==> src/include/etf_regs.svh <==
// Purpose: Offsets, field positions, reset values and timing counts
// Assumes: 100 MHz pclk
// Notes: Definitions only
`ifndef ETF_REGS_SVH
`define ETF_REGS_SVH
`define ETF_CLK_NS 10
`define ETF_DW 512
`define ETF_LANES 4
`define ETF_LANE_W 128
`define ETF_BUF_DEPTH 4'h8
`define ETF_BP_LEVEL 4'h5
`define ETF_LINE_DIV 2'h1
`define ETF_AM_SPACING 14'h3fff
`define ETF_BER_WIN 10'h3ff
`define ETF_BER_DEN 10000
`define ETF_SETTLE_NS 10000
`define ETF_ALIGN_TO_NS 1000000
// Register offsets
`define ETF_OFF_CTRL 8'h00
`define ETF_OFF_CFG 8'h04
`define ETF_OFF_STAT 8'h08
`define ETF_OFF_IRQ_ST 8'h0c
`define ETF_OFF_IRQ_CLR 8'h10
`define ETF_OFF_IRQ_EN 8'h14
`define ETF_OFF_CNT_PKT 8'h18
`define ETF_OFF_CNT_BIP 8'h1c
// CTRL fields
`define ETF_CTRL_SWRST 0
`define ETF_CTRL_LOOP 1
`define ETF_CTRL_RXRST 2
`define ETF_CTRL_RESUME 3
`define ETF_CTRL_TIMEOUT 4
`define ETF_CTRL_RST 5'h00
// Interrupt bits
`define ETF_IRQ_OVF 0
`define ETF_IRQ_UNF 1
`define ETF_IRQ_HIBER 2
`define ETF_IRQ_BIP 3
`define ETF_IRQ_CDR 4
`define ETF_IRQ_W 5
`endif

==> src/include/etf_pkg.sv <==
// Purpose: Shared types and helpers
// Assumes: etf_regs.svh constants
// Notes: Nothing here holds state
`include "etf_regs.svh"
package etf_pkg;
  typedef logic [`ETF_DW-1:0] etf_data_t;
  typedef logic [8*`ETF_LANES-1:0] etf_bip_t;
  typedef enum logic [1:0] {ST_HOLD, ST_RUN} etf_rst_st_t;

  // Per-lane interleaved parity, eight bits per lane
  function automatic etf_bip_t etf_bip(input etf_data_t d);
    etf_bip_t b;
    b = '0;
    for (int i = 0; i < `ETF_DW; i++) begin
      b[(i / `ETF_LANE_W) * 8 + i % 8] ^= d[i];
    end
    return b;
  endfunction : etf_bip

  function automatic logic [2:0] etf_ones(input logic [3:0] v);
    return 3'(v[0]) + 3'(v[1]) + 3'(v[2]) + 3'(v[3]);
  endfunction : etf_ones
endpackage : etf_pkg

==> src/include/etf_if.sv <==
// Purpose: Link between user-side controller and the MAC transmit core
// Assumes: Both ends on pclk
// Notes: No clocking block
`timescale 1ns/1ps
interface etf_if (
  input wire logic pclk
);
  logic core_rst_n;
  logic rx_dp_rst;
  logic [13:0] cfg_am_spacing;
  logic loopback;
  logic tx_valid;
  logic tx_sop;
  logic tx_eop;
  etf_pkg::etf_data_t tx_data;
  logic tx_backpressure;
  logic tx_overflow;
  logic tx_underflow;
  logic [3:0] rx_bip_err;
  logic rx_high_error_rate;
  logic rx_aligned;
  logic stat_tx_pkt;
  logic [2:0] stat_rx_bip_cnt;

  modport dev (
    input core_rst_n, rx_dp_rst, cfg_am_spacing, loopback,
    input tx_valid, tx_sop, tx_eop, tx_data,
    output tx_backpressure, tx_overflow, tx_underflow,
    output rx_bip_err, rx_high_error_rate, rx_aligned,
    output stat_tx_pkt, stat_rx_bip_cnt
  );
  modport host (
    output core_rst_n, rx_dp_rst, cfg_am_spacing, loopback,
    output tx_valid, tx_sop, tx_eop, tx_data,
    input tx_backpressure, tx_overflow, tx_underflow,
    input rx_bip_err, rx_high_error_rate, rx_aligned,
    input stat_tx_pkt, stat_rx_bip_cnt
  );
endinterface : etf_if

==> src/verilog/etf_host.sv <==
// Purpose: User-side controller: resets, transmit feed, status over APB
// Assumes: Status pins come from other domains; user source on pclk
// Notes: APB answers after one access cycle
//
// Our own choices: the placing of the registers and the APB register port.
`timescale 1ns/1ps
`include "etf_regs.svh"
module etf_host #(
  parameter int ALIGN_TO_CYC = `ETF_ALIGN_TO_NS / `ETF_CLK_NS
) (
  input wire logic pclk,
  input wire logic presetn,
  etf_if.host lnk,
  input wire logic psel,
  input wire logic penable,
  input wire logic pwrite,
  input wire logic [7:0] paddr,
  input wire logic [31:0] pwdata,
  output logic [31:0] prdata_q,
  output logic pready_q,
  output logic pslverr_q,
  output logic irq_q,
  input wire logic clk_stable,
  input wire logic cdr_lock,
  input wire logic signal_detect,
  input wire logic usr_valid,
  input wire logic usr_sop,
  input wire logic usr_eop,
  input etf_pkg::etf_data_t usr_data,
  output logic usr_ready_q
);
  localparam int SETTLE_CYC = `ETF_SETTLE_NS / `ETF_CLK_NS;

  // ----------------------------------------------------------------
  // Pin synchronisers: a change counts once stages two and three agree
  // ----------------------------------------------------------------
  logic [2:0] s1_q;
  logic [2:0] s2_q;
  logic [2:0] s3_q;
  logic [2:0] f_q;
  logic [2:0] fp_q;

  always_ff @(posedge pclk or negedge presetn) begin
    if (!presetn) begin
      s1_q <= 3'h0;
      s2_q <= 3'h0;
      s3_q <= 3'h0;
      f_q <= 3'h0;
      fp_q <= 3'h0;
    end else begin
      s1_q <= {signal_detect, cdr_lock, clk_stable};
      s2_q <= s1_q;
      s3_q <= s2_q;
      f_q <= (s2_q & s3_q) | (f_q & (s2_q | s3_q));
      fp_q <= f_q;
    end
  end

  wire stable = f_q[0];
  wire cdr_lost = fp_q[1] && !f_q[1];
  wire sd_rise = f_q[2] && !fp_q[2];

  // ----------------------------------------------------------------
  // APB decode
  // ----------------------------------------------------------------
  logic [4:0] ctrl_q;
  logic [13:0] cfg_q;
  logic [`ETF_IRQ_W-1:0] ist_q;
  logic [`ETF_IRQ_W-1:0] ien_q;
  logic [31:0] cnt_pkt_q;
  logic [31:0] cnt_bip_q;
  logic halted_q;
  logic hiber_p_q;
  etf_pkg::etf_rst_st_t st_q;

  wire setup = psel && !penable;
  wire wr_en = psel && penable && pready_q && pwrite;
  wire hit_ctrl = paddr == `ETF_OFF_CTRL;
  wire hit_cfg = paddr == `ETF_OFF_CFG;
  wire hit_clr = paddr == `ETF_OFF_IRQ_CLR;
  wire hit_en = paddr == `ETF_OFF_IRQ_EN;
  wire mapped = paddr inside {`ETF_OFF_CTRL, `ETF_OFF_CFG, `ETF_OFF_STAT,
    `ETF_OFF_IRQ_ST, `ETF_OFF_IRQ_CLR, `ETF_OFF_IRQ_EN,
    `ETF_OFF_CNT_PKT, `ETF_OFF_CNT_BIP};
  wire [31:0] status = {26'h0, f_q[2], halted_q, lnk.rx_aligned,
    lnk.rx_high_error_rate, lnk.tx_backpressure, !lnk.core_rst_n};
  wire [31:0] rdata = hit_ctrl ? {27'h0, ctrl_q} :
    hit_cfg ? {18'h0, cfg_q} :
    (paddr == `ETF_OFF_STAT) ? status :
    (paddr == `ETF_OFF_IRQ_ST) ? {27'h0, ist_q} :
    hit_en ? {27'h0, ien_q} :
    (paddr == `ETF_OFF_CNT_PKT) ? cnt_pkt_q :
    (paddr == `ETF_OFF_CNT_BIP) ? cnt_bip_q : 32'h0;

  always_ff @(posedge pclk or negedge presetn) begin
    if (!presetn) begin
      pready_q <= 1'b0;
      pslverr_q <= 1'b0;
      prdata_q <= 32'h0;
    end else begin
      pready_q <= setup;
      pslverr_q <= setup && !mapped;
      prdata_q <= (setup && !pwrite) ? rdata : 32'h0;
    end
  end

  // ----------------------------------------------------------------
  // Control registers and interrupts
  // ----------------------------------------------------------------
  wire sw_rst = ctrl_q[`ETF_CTRL_SWRST];
  wire rx_req = wr_en && hit_ctrl && pwdata[`ETF_CTRL_RXRST];
  wire resume = wr_en && hit_ctrl && pwdata[`ETF_CTRL_RESUME];
  wire [`ETF_IRQ_W-1:0] ev = {cdr_lost, |lnk.rx_bip_err,
    lnk.rx_high_error_rate && !hiber_p_q, lnk.tx_underflow,
    lnk.tx_overflow};
  wire [`ETF_IRQ_W-1:0] iclr = (wr_en && hit_clr) ?
    pwdata[`ETF_IRQ_W-1:0] : '0;

  always_ff @(posedge pclk or negedge presetn) begin
    if (!presetn) begin
      ctrl_q <= `ETF_CTRL_RST;
      cfg_q <= `ETF_AM_SPACING;
      ist_q <= '0;
      ien_q <= '0;
      irq_q <= 1'b0;
      halted_q <= 1'b0;
      hiber_p_q <= 1'b0;
    end else begin
      if (wr_en && hit_ctrl) begin
        ctrl_q <= {pwdata[`ETF_CTRL_TIMEOUT], 2'h0, pwdata[1:0]};
      end
      if (wr_en && hit_cfg) begin
        cfg_q <= pwdata[13:0];
      end
      if (wr_en && hit_en) begin
        ien_q <= pwdata[`ETF_IRQ_W-1:0];
      end
      ist_q <= (ist_q & ~iclr) | ev;
      irq_q <= |(((ist_q & ~iclr) | ev) & ien_q);
      hiber_p_q <= lnk.rx_high_error_rate;
      // Overflow blocks traffic until software resumes; set wins
      halted_q <= lnk.tx_overflow || (halted_q && !resume);
    end
  end

  // ----------------------------------------------------------------
  // Reset sequencing
  // ----------------------------------------------------------------
  logic [31:0] cnt_q;
  logic [31:0] ato_q;
  logic rst_n_q;
  logic rxr_q;
  logic [13:0] lcfg_q;
  logic loop_q;
  wire kick = !stable || cdr_lost || lnk.tx_overflow || sw_rst;
  wire ato_hit = ctrl_q[`ETF_CTRL_TIMEOUT] && (ato_q == 32'(ALIGN_TO_CYC));

  always_ff @(posedge pclk or negedge presetn) begin
    if (!presetn) begin
      st_q <= etf_pkg::ST_HOLD;
      cnt_q <= 32'h0;
      ato_q <= 32'h0;
      rst_n_q <= 1'b0;
      rxr_q <= 1'b0;
      lcfg_q <= `ETF_AM_SPACING;
      loop_q <= 1'b0;
    end else begin
      loop_q <= ctrl_q[`ETF_CTRL_LOOP];
      unique case (st_q)
        etf_pkg::ST_HOLD: begin
          rst_n_q <= 1'b0;
          lcfg_q <= cfg_q;
          cnt_q <= (stable && !sw_rst) ? cnt_q + 32'h1 : 32'h0;
          if (cnt_q == 32'(SETTLE_CYC - 1)) begin
            st_q <= etf_pkg::ST_RUN;
            rst_n_q <= 1'b1;
          end
        end
        etf_pkg::ST_RUN: begin
          cnt_q <= 32'h0;
          if (kick) begin
            st_q <= etf_pkg::ST_HOLD;
            rst_n_q <= 1'b0;
          end
        end
      endcase
      // Prefer signal detect; timeout only when enabled by software
      // No receive pulse in the cycle the core is being reset
      rxr_q <= rst_n_q && !kick &&
        (sd_rise || ato_hit || rx_req);
      // Counts only while enabled, so a late enable still fires
      ato_q <= (!rst_n_q || lnk.rx_aligned || ato_hit ||
        !ctrl_q[`ETF_CTRL_TIMEOUT]) ? 32'h0 : ato_q + 32'h1;
    end
  end

  assign lnk.core_rst_n = rst_n_q;
  assign lnk.rx_dp_rst = rxr_q;
  assign lnk.cfg_am_spacing = lcfg_q;
  assign lnk.loopback = loop_q;

  // ----------------------------------------------------------------
  // Transmit feed and statistics counters
  // ----------------------------------------------------------------
  logic txv_q;
  logic txs_q;
  logic txe_q;
  etf_pkg::etf_data_t txd_q;
  wire take = usr_valid && usr_ready_q;

  always_ff @(posedge pclk or negedge presetn) begin
    if (!presetn) begin
      usr_ready_q <= 1'b0;
      {txv_q, txs_q, txe_q} <= 3'h0;
      txd_q <= '0;
      cnt_pkt_q <= 32'h0;
      cnt_bip_q <= 32'h0;
    end else begin
      // Full bus rate, twice the line drain, no gaps inserted
      usr_ready_q <= rst_n_q && !halted_q && !lnk.tx_backpressure &&
        !lnk.tx_overflow;
      txv_q <= take;
      txs_q <= take && usr_sop;
      txe_q <= take && usr_eop;
      if (take) begin
        txd_q <= usr_data;
      end
      if (!rst_n_q) begin
        cnt_pkt_q <= 32'h0;
        cnt_bip_q <= 32'h0;
      end else begin
        cnt_pkt_q <= cnt_pkt_q + {31'h0, lnk.stat_tx_pkt};
        cnt_bip_q <= cnt_bip_q + {29'h0, lnk.stat_rx_bip_cnt};
      end
    end
  end

  assign lnk.tx_valid = txv_q;
  assign lnk.tx_sop = txs_q;
  assign lnk.tx_eop = txe_q;
  assign lnk.tx_data = txd_q;
endmodule : etf_host

==> src/flat_wrapper.sv <==
// flat-port wrapper written by rule: the top's interface ports become plain ports
module etf_host_flat 
#(
  parameter int ALIGN_TO_CYC = `ETF_ALIGN_TO_NS / `ETF_CLK_NS
)
  (pclk, presetn, psel, penable, pwrite, paddr, pwdata, prdata_q, pready_q, pslverr_q, irq_q, clk_stable, cdr_lock, signal_detect, usr_valid, usr_sop, usr_eop, usr_data, usr_ready_q, lnk_core_rst_n, lnk_rx_dp_rst, lnk_cfg_am_spacing, lnk_loopback, lnk_tx_valid, lnk_tx_sop, lnk_tx_eop, lnk_tx_data, lnk_tx_backpressure, lnk_tx_overflow, lnk_tx_underflow, lnk_rx_bip_err, lnk_rx_high_error_rate, lnk_rx_aligned, lnk_stat_tx_pkt, lnk_stat_rx_bip_cnt);
  etf_if lnk_i (.pclk(pclk));
  input wire logic pclk;
  input wire logic presetn;
  input wire logic psel;
  input wire logic penable;
  input wire logic pwrite;
  input wire logic [7:0] paddr;
  input wire logic [31:0] pwdata;
  output logic [31:0] prdata_q;
  output logic pready_q;
  output logic pslverr_q;
  output logic irq_q;
  input wire logic clk_stable;
  input wire logic cdr_lock;
  input wire logic signal_detect;
  input wire logic usr_valid;
  input wire logic usr_sop;
  input wire logic usr_eop;
  input etf_pkg::etf_data_t usr_data;
  output logic usr_ready_q;
  output wire logic [$bits(lnk_i.core_rst_n)-1:0] lnk_core_rst_n;
  output wire logic [$bits(lnk_i.rx_dp_rst)-1:0] lnk_rx_dp_rst;
  output wire logic [$bits(lnk_i.cfg_am_spacing)-1:0] lnk_cfg_am_spacing;
  output wire logic [$bits(lnk_i.loopback)-1:0] lnk_loopback;
  output wire logic [$bits(lnk_i.tx_valid)-1:0] lnk_tx_valid;
  output wire logic [$bits(lnk_i.tx_sop)-1:0] lnk_tx_sop;
  output wire logic [$bits(lnk_i.tx_eop)-1:0] lnk_tx_eop;
  output wire logic [$bits(lnk_i.tx_data)-1:0] lnk_tx_data;
  input wire logic [$bits(lnk_i.tx_backpressure)-1:0] lnk_tx_backpressure;
  input wire logic [$bits(lnk_i.tx_overflow)-1:0] lnk_tx_overflow;
  input wire logic [$bits(lnk_i.tx_underflow)-1:0] lnk_tx_underflow;
  input wire logic [$bits(lnk_i.rx_bip_err)-1:0] lnk_rx_bip_err;
  input wire logic [$bits(lnk_i.rx_high_error_rate)-1:0] lnk_rx_high_error_rate;
  input wire logic [$bits(lnk_i.rx_aligned)-1:0] lnk_rx_aligned;
  input wire logic [$bits(lnk_i.stat_tx_pkt)-1:0] lnk_stat_tx_pkt;
  input wire logic [$bits(lnk_i.stat_rx_bip_cnt)-1:0] lnk_stat_rx_bip_cnt;
  assign lnk_core_rst_n = lnk_i.core_rst_n;
  assign lnk_rx_dp_rst = lnk_i.rx_dp_rst;
  assign lnk_cfg_am_spacing = lnk_i.cfg_am_spacing;
  assign lnk_loopback = lnk_i.loopback;
  assign lnk_tx_valid = lnk_i.tx_valid;
  assign lnk_tx_sop = lnk_i.tx_sop;
  assign lnk_tx_eop = lnk_i.tx_eop;
  assign lnk_tx_data = lnk_i.tx_data;
  assign lnk_i.tx_backpressure = lnk_tx_backpressure;
  assign lnk_i.tx_overflow = lnk_tx_overflow;
  assign lnk_i.tx_underflow = lnk_tx_underflow;
  assign lnk_i.rx_bip_err = lnk_rx_bip_err;
  assign lnk_i.rx_high_error_rate = lnk_rx_high_error_rate;
  assign lnk_i.rx_aligned = lnk_rx_aligned;
  assign lnk_i.stat_tx_pkt = lnk_stat_tx_pkt;
  assign lnk_i.stat_rx_bip_cnt = lnk_stat_rx_bip_cnt;
  etf_host #(.ALIGN_TO_CYC(ALIGN_TO_CYC)) u_core (.pclk(pclk), .presetn(presetn), .lnk(lnk_i), .psel(psel), .penable(penable), .pwrite(pwrite), .paddr(paddr), .pwdata(pwdata), .prdata_q(prdata_q), .pready_q(pready_q), .pslverr_q(pslverr_q), .irq_q(irq_q), .clk_stable(clk_stable), .cdr_lock(cdr_lock), .signal_detect(signal_detect), .usr_valid(usr_valid), .usr_sop(usr_sop), .usr_eop(usr_eop), .usr_data(usr_data), .usr_ready_q(usr_ready_q));
endmodule
==> config.mk <==
export PLATFORM = sky130hd
export DESIGN_NAME = etf_host_flat
export DESIGN_NICKNAME = d
export VERILOG_FILES = /design/src/include/etf_pkg.sv /design/src/include/etf_if.sv /design/src/verilog/etf_host.sv /design/src/flat_wrapper.sv
export VERILOG_INCLUDE_DIRS = /design/src /design/src/include
export SDC_FILE = /design/constraint.sdc
export NUM_CORES = 1
export LEC_CHECK = 0
export ABC_CLOCK_PERIOD_IN_PS = 2000
export BUFFER_PORTS_ARGS = -buffer_cell sky130_fd_sc_hd__buf_2
export CAP_MARGIN = 20
export CORE_AREA = 2 2 445 447
export CTS_CLUSTER_DIAMETER = 100
export DETAILED_ROUTE_END_ITERATION = 7
export DIE_AREA = 0 0 447 449
export HOLD_SLACK_MARGIN = 0.12
export PLACE_DENSITY = 0.36
export SLEW_MARGIN = 20
export SYNTH_ARGS = -nofsm -noshare
export SYNTH_HDL_FRONTEND = slang
export SYNTH_SLANG_ARGS = --single-unit
==> constraint.sdc <==
create_clock -name pclk -period 2 [get_ports pclk]
set_input_delay 0.2 -clock pclk [delete_from_list [all_inputs] [get_ports pclk]]
set_output_delay 0.2 -clock pclk [all_outputs]
set_load 0.02 [all_outputs]
==> run metrics <==
status complete, no violations; die area 201000 um^2; Hold EP u_core.irq_q; gr usage total 14.0%; r2r setup slk 80 ps; DIE WIDTH 447 um; maximum VDD drop 532 uV; initial cell density of the core 15.1%; Worst-Margin Slew 793 ps; Hold Crit Start lnk_rx_bip_err[2]; Setup CP Type reg -> reg; Hold Path Stages 4; Post-Syn Area 29700 um^2; Final nets 4518; number of global-route vias before repair 25700; RSZ-0062 raised after global routing yes; Largest stage delay, worst path 560 ps; cell family contributing the most delay on the critical path simple AND/OR/NAND/NOR gates; syn nets 2667; WP depth 6; fill count between 20000 and 25000; Power per Cell Area 735 nW/um^2; CTS root buffer clkbuf_16; sequential cell area 18600 um^2; Setup TNS Final 0 ps; Leakage 24.6 nW; crit start category register; worst-path fanout max 8; Final Setup Violations 0; CORE AREA 196000 um^2; register area share after synthesis 62.6%; Tcrit/Tclk final 95.9%; Worst path slowest cell or4_1; fin crit period 1920 ps; Post-DRT Antenna Nets 0; layout cells sized above 1 51.4%; antenna violations before repair 92; via/cell ratio 3.65; num ports around 1100; drt pass-1 iters 5; Reg clk slew, reported paths around 60 ps; Clk pwr share just under 50%; synth warn 0; Worst-Skew Late Latency 720 ps; initial DRC count 1104; Async SR Flop Fraction 100%; Wirelength per Cell 21.6 um; CTS Sinks 740; min-delay worst type in -> reg; combinational share of power around 8%; crit path capture type register; library cells used by synthesis 60; row count ~160; final wirelength roughly 140000 um; largest net degree at the start of global routing 74; critical path arrival 2500 ps; Avg Inst Size Synth about 14 um^2; CTS buffer count approximately 100; CTS Buffer Depth 3; buffer and inverter count on the worst path 1; reg-to-reg startpoint u_core.cnt_pkt_q[5]; Hold Vio Cnt, Final 0; RD Place Congestion 0.858; Synth Flop Type dfrtp_1; Die Y 449 um; Cell Count, Final, Fillers Out 6684; reg2reg end u_core.cnt_pkt_q[19]; CTS tree built; max-cap violations 0; Post-synth EDFFs 0; vias 24400; Post-DP HPWL 115000 um; NetSw 0.00875 W; register bit total from synthesis 740; required time worst endpoint 2580 ps; Max Freq 0.521 GHz; Worst Reg2Reg Path Length in Cells 6; first-pass GRT wire length 201000 um; H-Tree Depth 3; area occupied by multi-input gates 10700 um^2; placed cells 5909; P_int 0.0271 W; area delta synth->final 64.6%; worst clock skew 26.7 ps; DRC Markers 0; post-synthesis cell count 2082; Max Slew Vio Count 0; IO buf count 1125; Sw Ratio 24.4%; CP cell instances nand3_2, or4_1, buf_4, nor4_4, xor2_1, and2_1; remaining global-route overflow 0; part of the power in registers 42.6%; max_slew headroom 47.0%
kinds of logic after synthesis:
family / synth area share [%]
DFF: 62.6
buffers and inverters: 1.79
muxes: 22.0
xor gates and xnor gates: 3.13
AOI/OAI and AO/OA: 1.78
and+or+nand+nor: 8.27
adders and majority gates: 0.506
power by group through the flow:
stage | clock, W | sequential [W] | combinational (W)
floorplan | 0 | 0.0158 | 0.000273
global placement | 0 | 0.0156 | 0.00194
detailed placement | 0 | 0.0156 | 0.00194
CTS | 0.0185 | 0.0153 | 0.00297
global route | 0.0191 | 0.0153 | 0.00312
finish | 0.0177 | 0.0153 | 0.00288
state kept, by name, indices dropped and copies added, names as in the netlist, 2 cells and up:
name / count
u_core.lnk.tx_data: 512
u_core.ato_q: 32
u_core.cnt_bip_q: 32
u_core.cnt_pkt_q: 32
u_core.cnt_q: 32
u_core.prdata_q: 32
u_core.cfg_q: 14
u_core.lnk.cfg_am_spacing: 14
u_core.ien_q: 5
u_core.ist_q: 5
u_core.ctrl_q: 3
u_core.f_q: 3
u_core.s1_q: 3
u_core.s2_q: 3
u_core.s3_q: 3
u_core.fp_q: 2
layout make-up:
type / count / share of cell area (%)
clock buffers: 148 / 5.93
multi-input cells: 1226 / 22.0
clock inverters: 29 / 0.636
well taps: 2640 / 6.77
diodes: 34 / 0.174
inverters: 18 / 0.138
flip-flops and latches: 740 / 38.0
repair buffers: 1849 / 26.4
repair_timing:
action / in CTS / in global routing
setup endpoints to repair: 4 / 64
hold endpoints to repair: 1340 / 0
resized for setup: 2 / 30
setup buffers: 0 / 7
hold buffers: 558 / 0
gates cloned: 0 / 0
pin swaps: 1 / 11
worst max path at each step:
stage / end / slack (ps) / start
4_1_cts: u_core.ien_q[3] / 0.1 / u_core.pready_q
3_3_place_gp: u_core.irq_q / -260 / paddr[1]
5_1_grt: u_core.cnt_pkt_q[26] / -20 / u_core.cnt_pkt_q[0]
2_1_floorplan: u_core.cnt_pkt_q[20] / 80 / u_core.cnt_pkt_q[0]
3_5_place_dp: u_core.irq_q / -270 / paddr[1]
6_report: u_core.cnt_pkt_q[19] / 80 / u_core.cnt_pkt_q[5]
metrics by stage:
stage,setup WS [ps],power [W],instance area (um^2),utilization (%),hold WS [ps]
after floorplan,77.2,0.0160,29700,-,-95.6
after global placement,-257,0.0175,39700,20.2,105
after detailed placement,-265,0.0175,39700,20.2,98.6
after CTS,0.128,0.0368,48500,24.7,122
after global routing,-21.7,0.0375,48800,24.9,182
final,81.0,0.0359,48800,24.9,159
synthesized netlist by cell type, types with 19 or more instances:
master	number	share of area (%)
clkbuf_1	31	0.39
xor2_1	60	1.8
nand4_1	45	0.95
buf_2	58	0.98
and3_1	19	0.40
and2_1	54	1.1
dfrtp_1	712	60
mux2_2	547	21
nand3_1	52	0.88
nor2_1	113	1.4
mux2i_1	23	0.78
o21ai_0	30	0.51
nand2_1	62	0.78
dfstp_2	28	2.5
xnor2_1	46	1.4
cell usage in the layout (no fill, tap or decap), types with 10 or more instances in the layout:
cell,count
xor2_1,60
diode_2,34
buf_4,132
and4_1,12
buf_2,1124
a21oi_1,10
nand2_1,62
or3_1,13
nand3_1,50
clkbuf_8,23
xnor2_1,46
buf_12,29
clkbuf_1,26
o21ai_0,29
nor4_1,15
mux2i_1,23
inv_1,18
mux2_2,547
nor2_1,112
nand4_1,45
clkinv_2,15
dlygate4sd3_1,557
nor3_1,10
and2_1,53
dfrtp_1,712
and3_1,19
dfstp_2,28
clkbuf_16,100
worst min-delay path, delay by kind of cell:
kind / cells / cell delay, ps
AOI/OAI and AO/OA: 1 / 130
buffers and inverters: 1 / 90
and+or+nand+nor: 2 / 410
metal layers:
layer	share of wire (%)	GRT usage, %	routed length [um]	up-vias
li1	-	-	-	11100
met1	41	16.7	58800	12200
met2	51	24.9	73400	768
met3	5.8	3.23	8400	233
met4	2.3	3.97	3340	38
met5	0.16	0	226	-
Note: power is estimated with default switching activity, not from simulation.
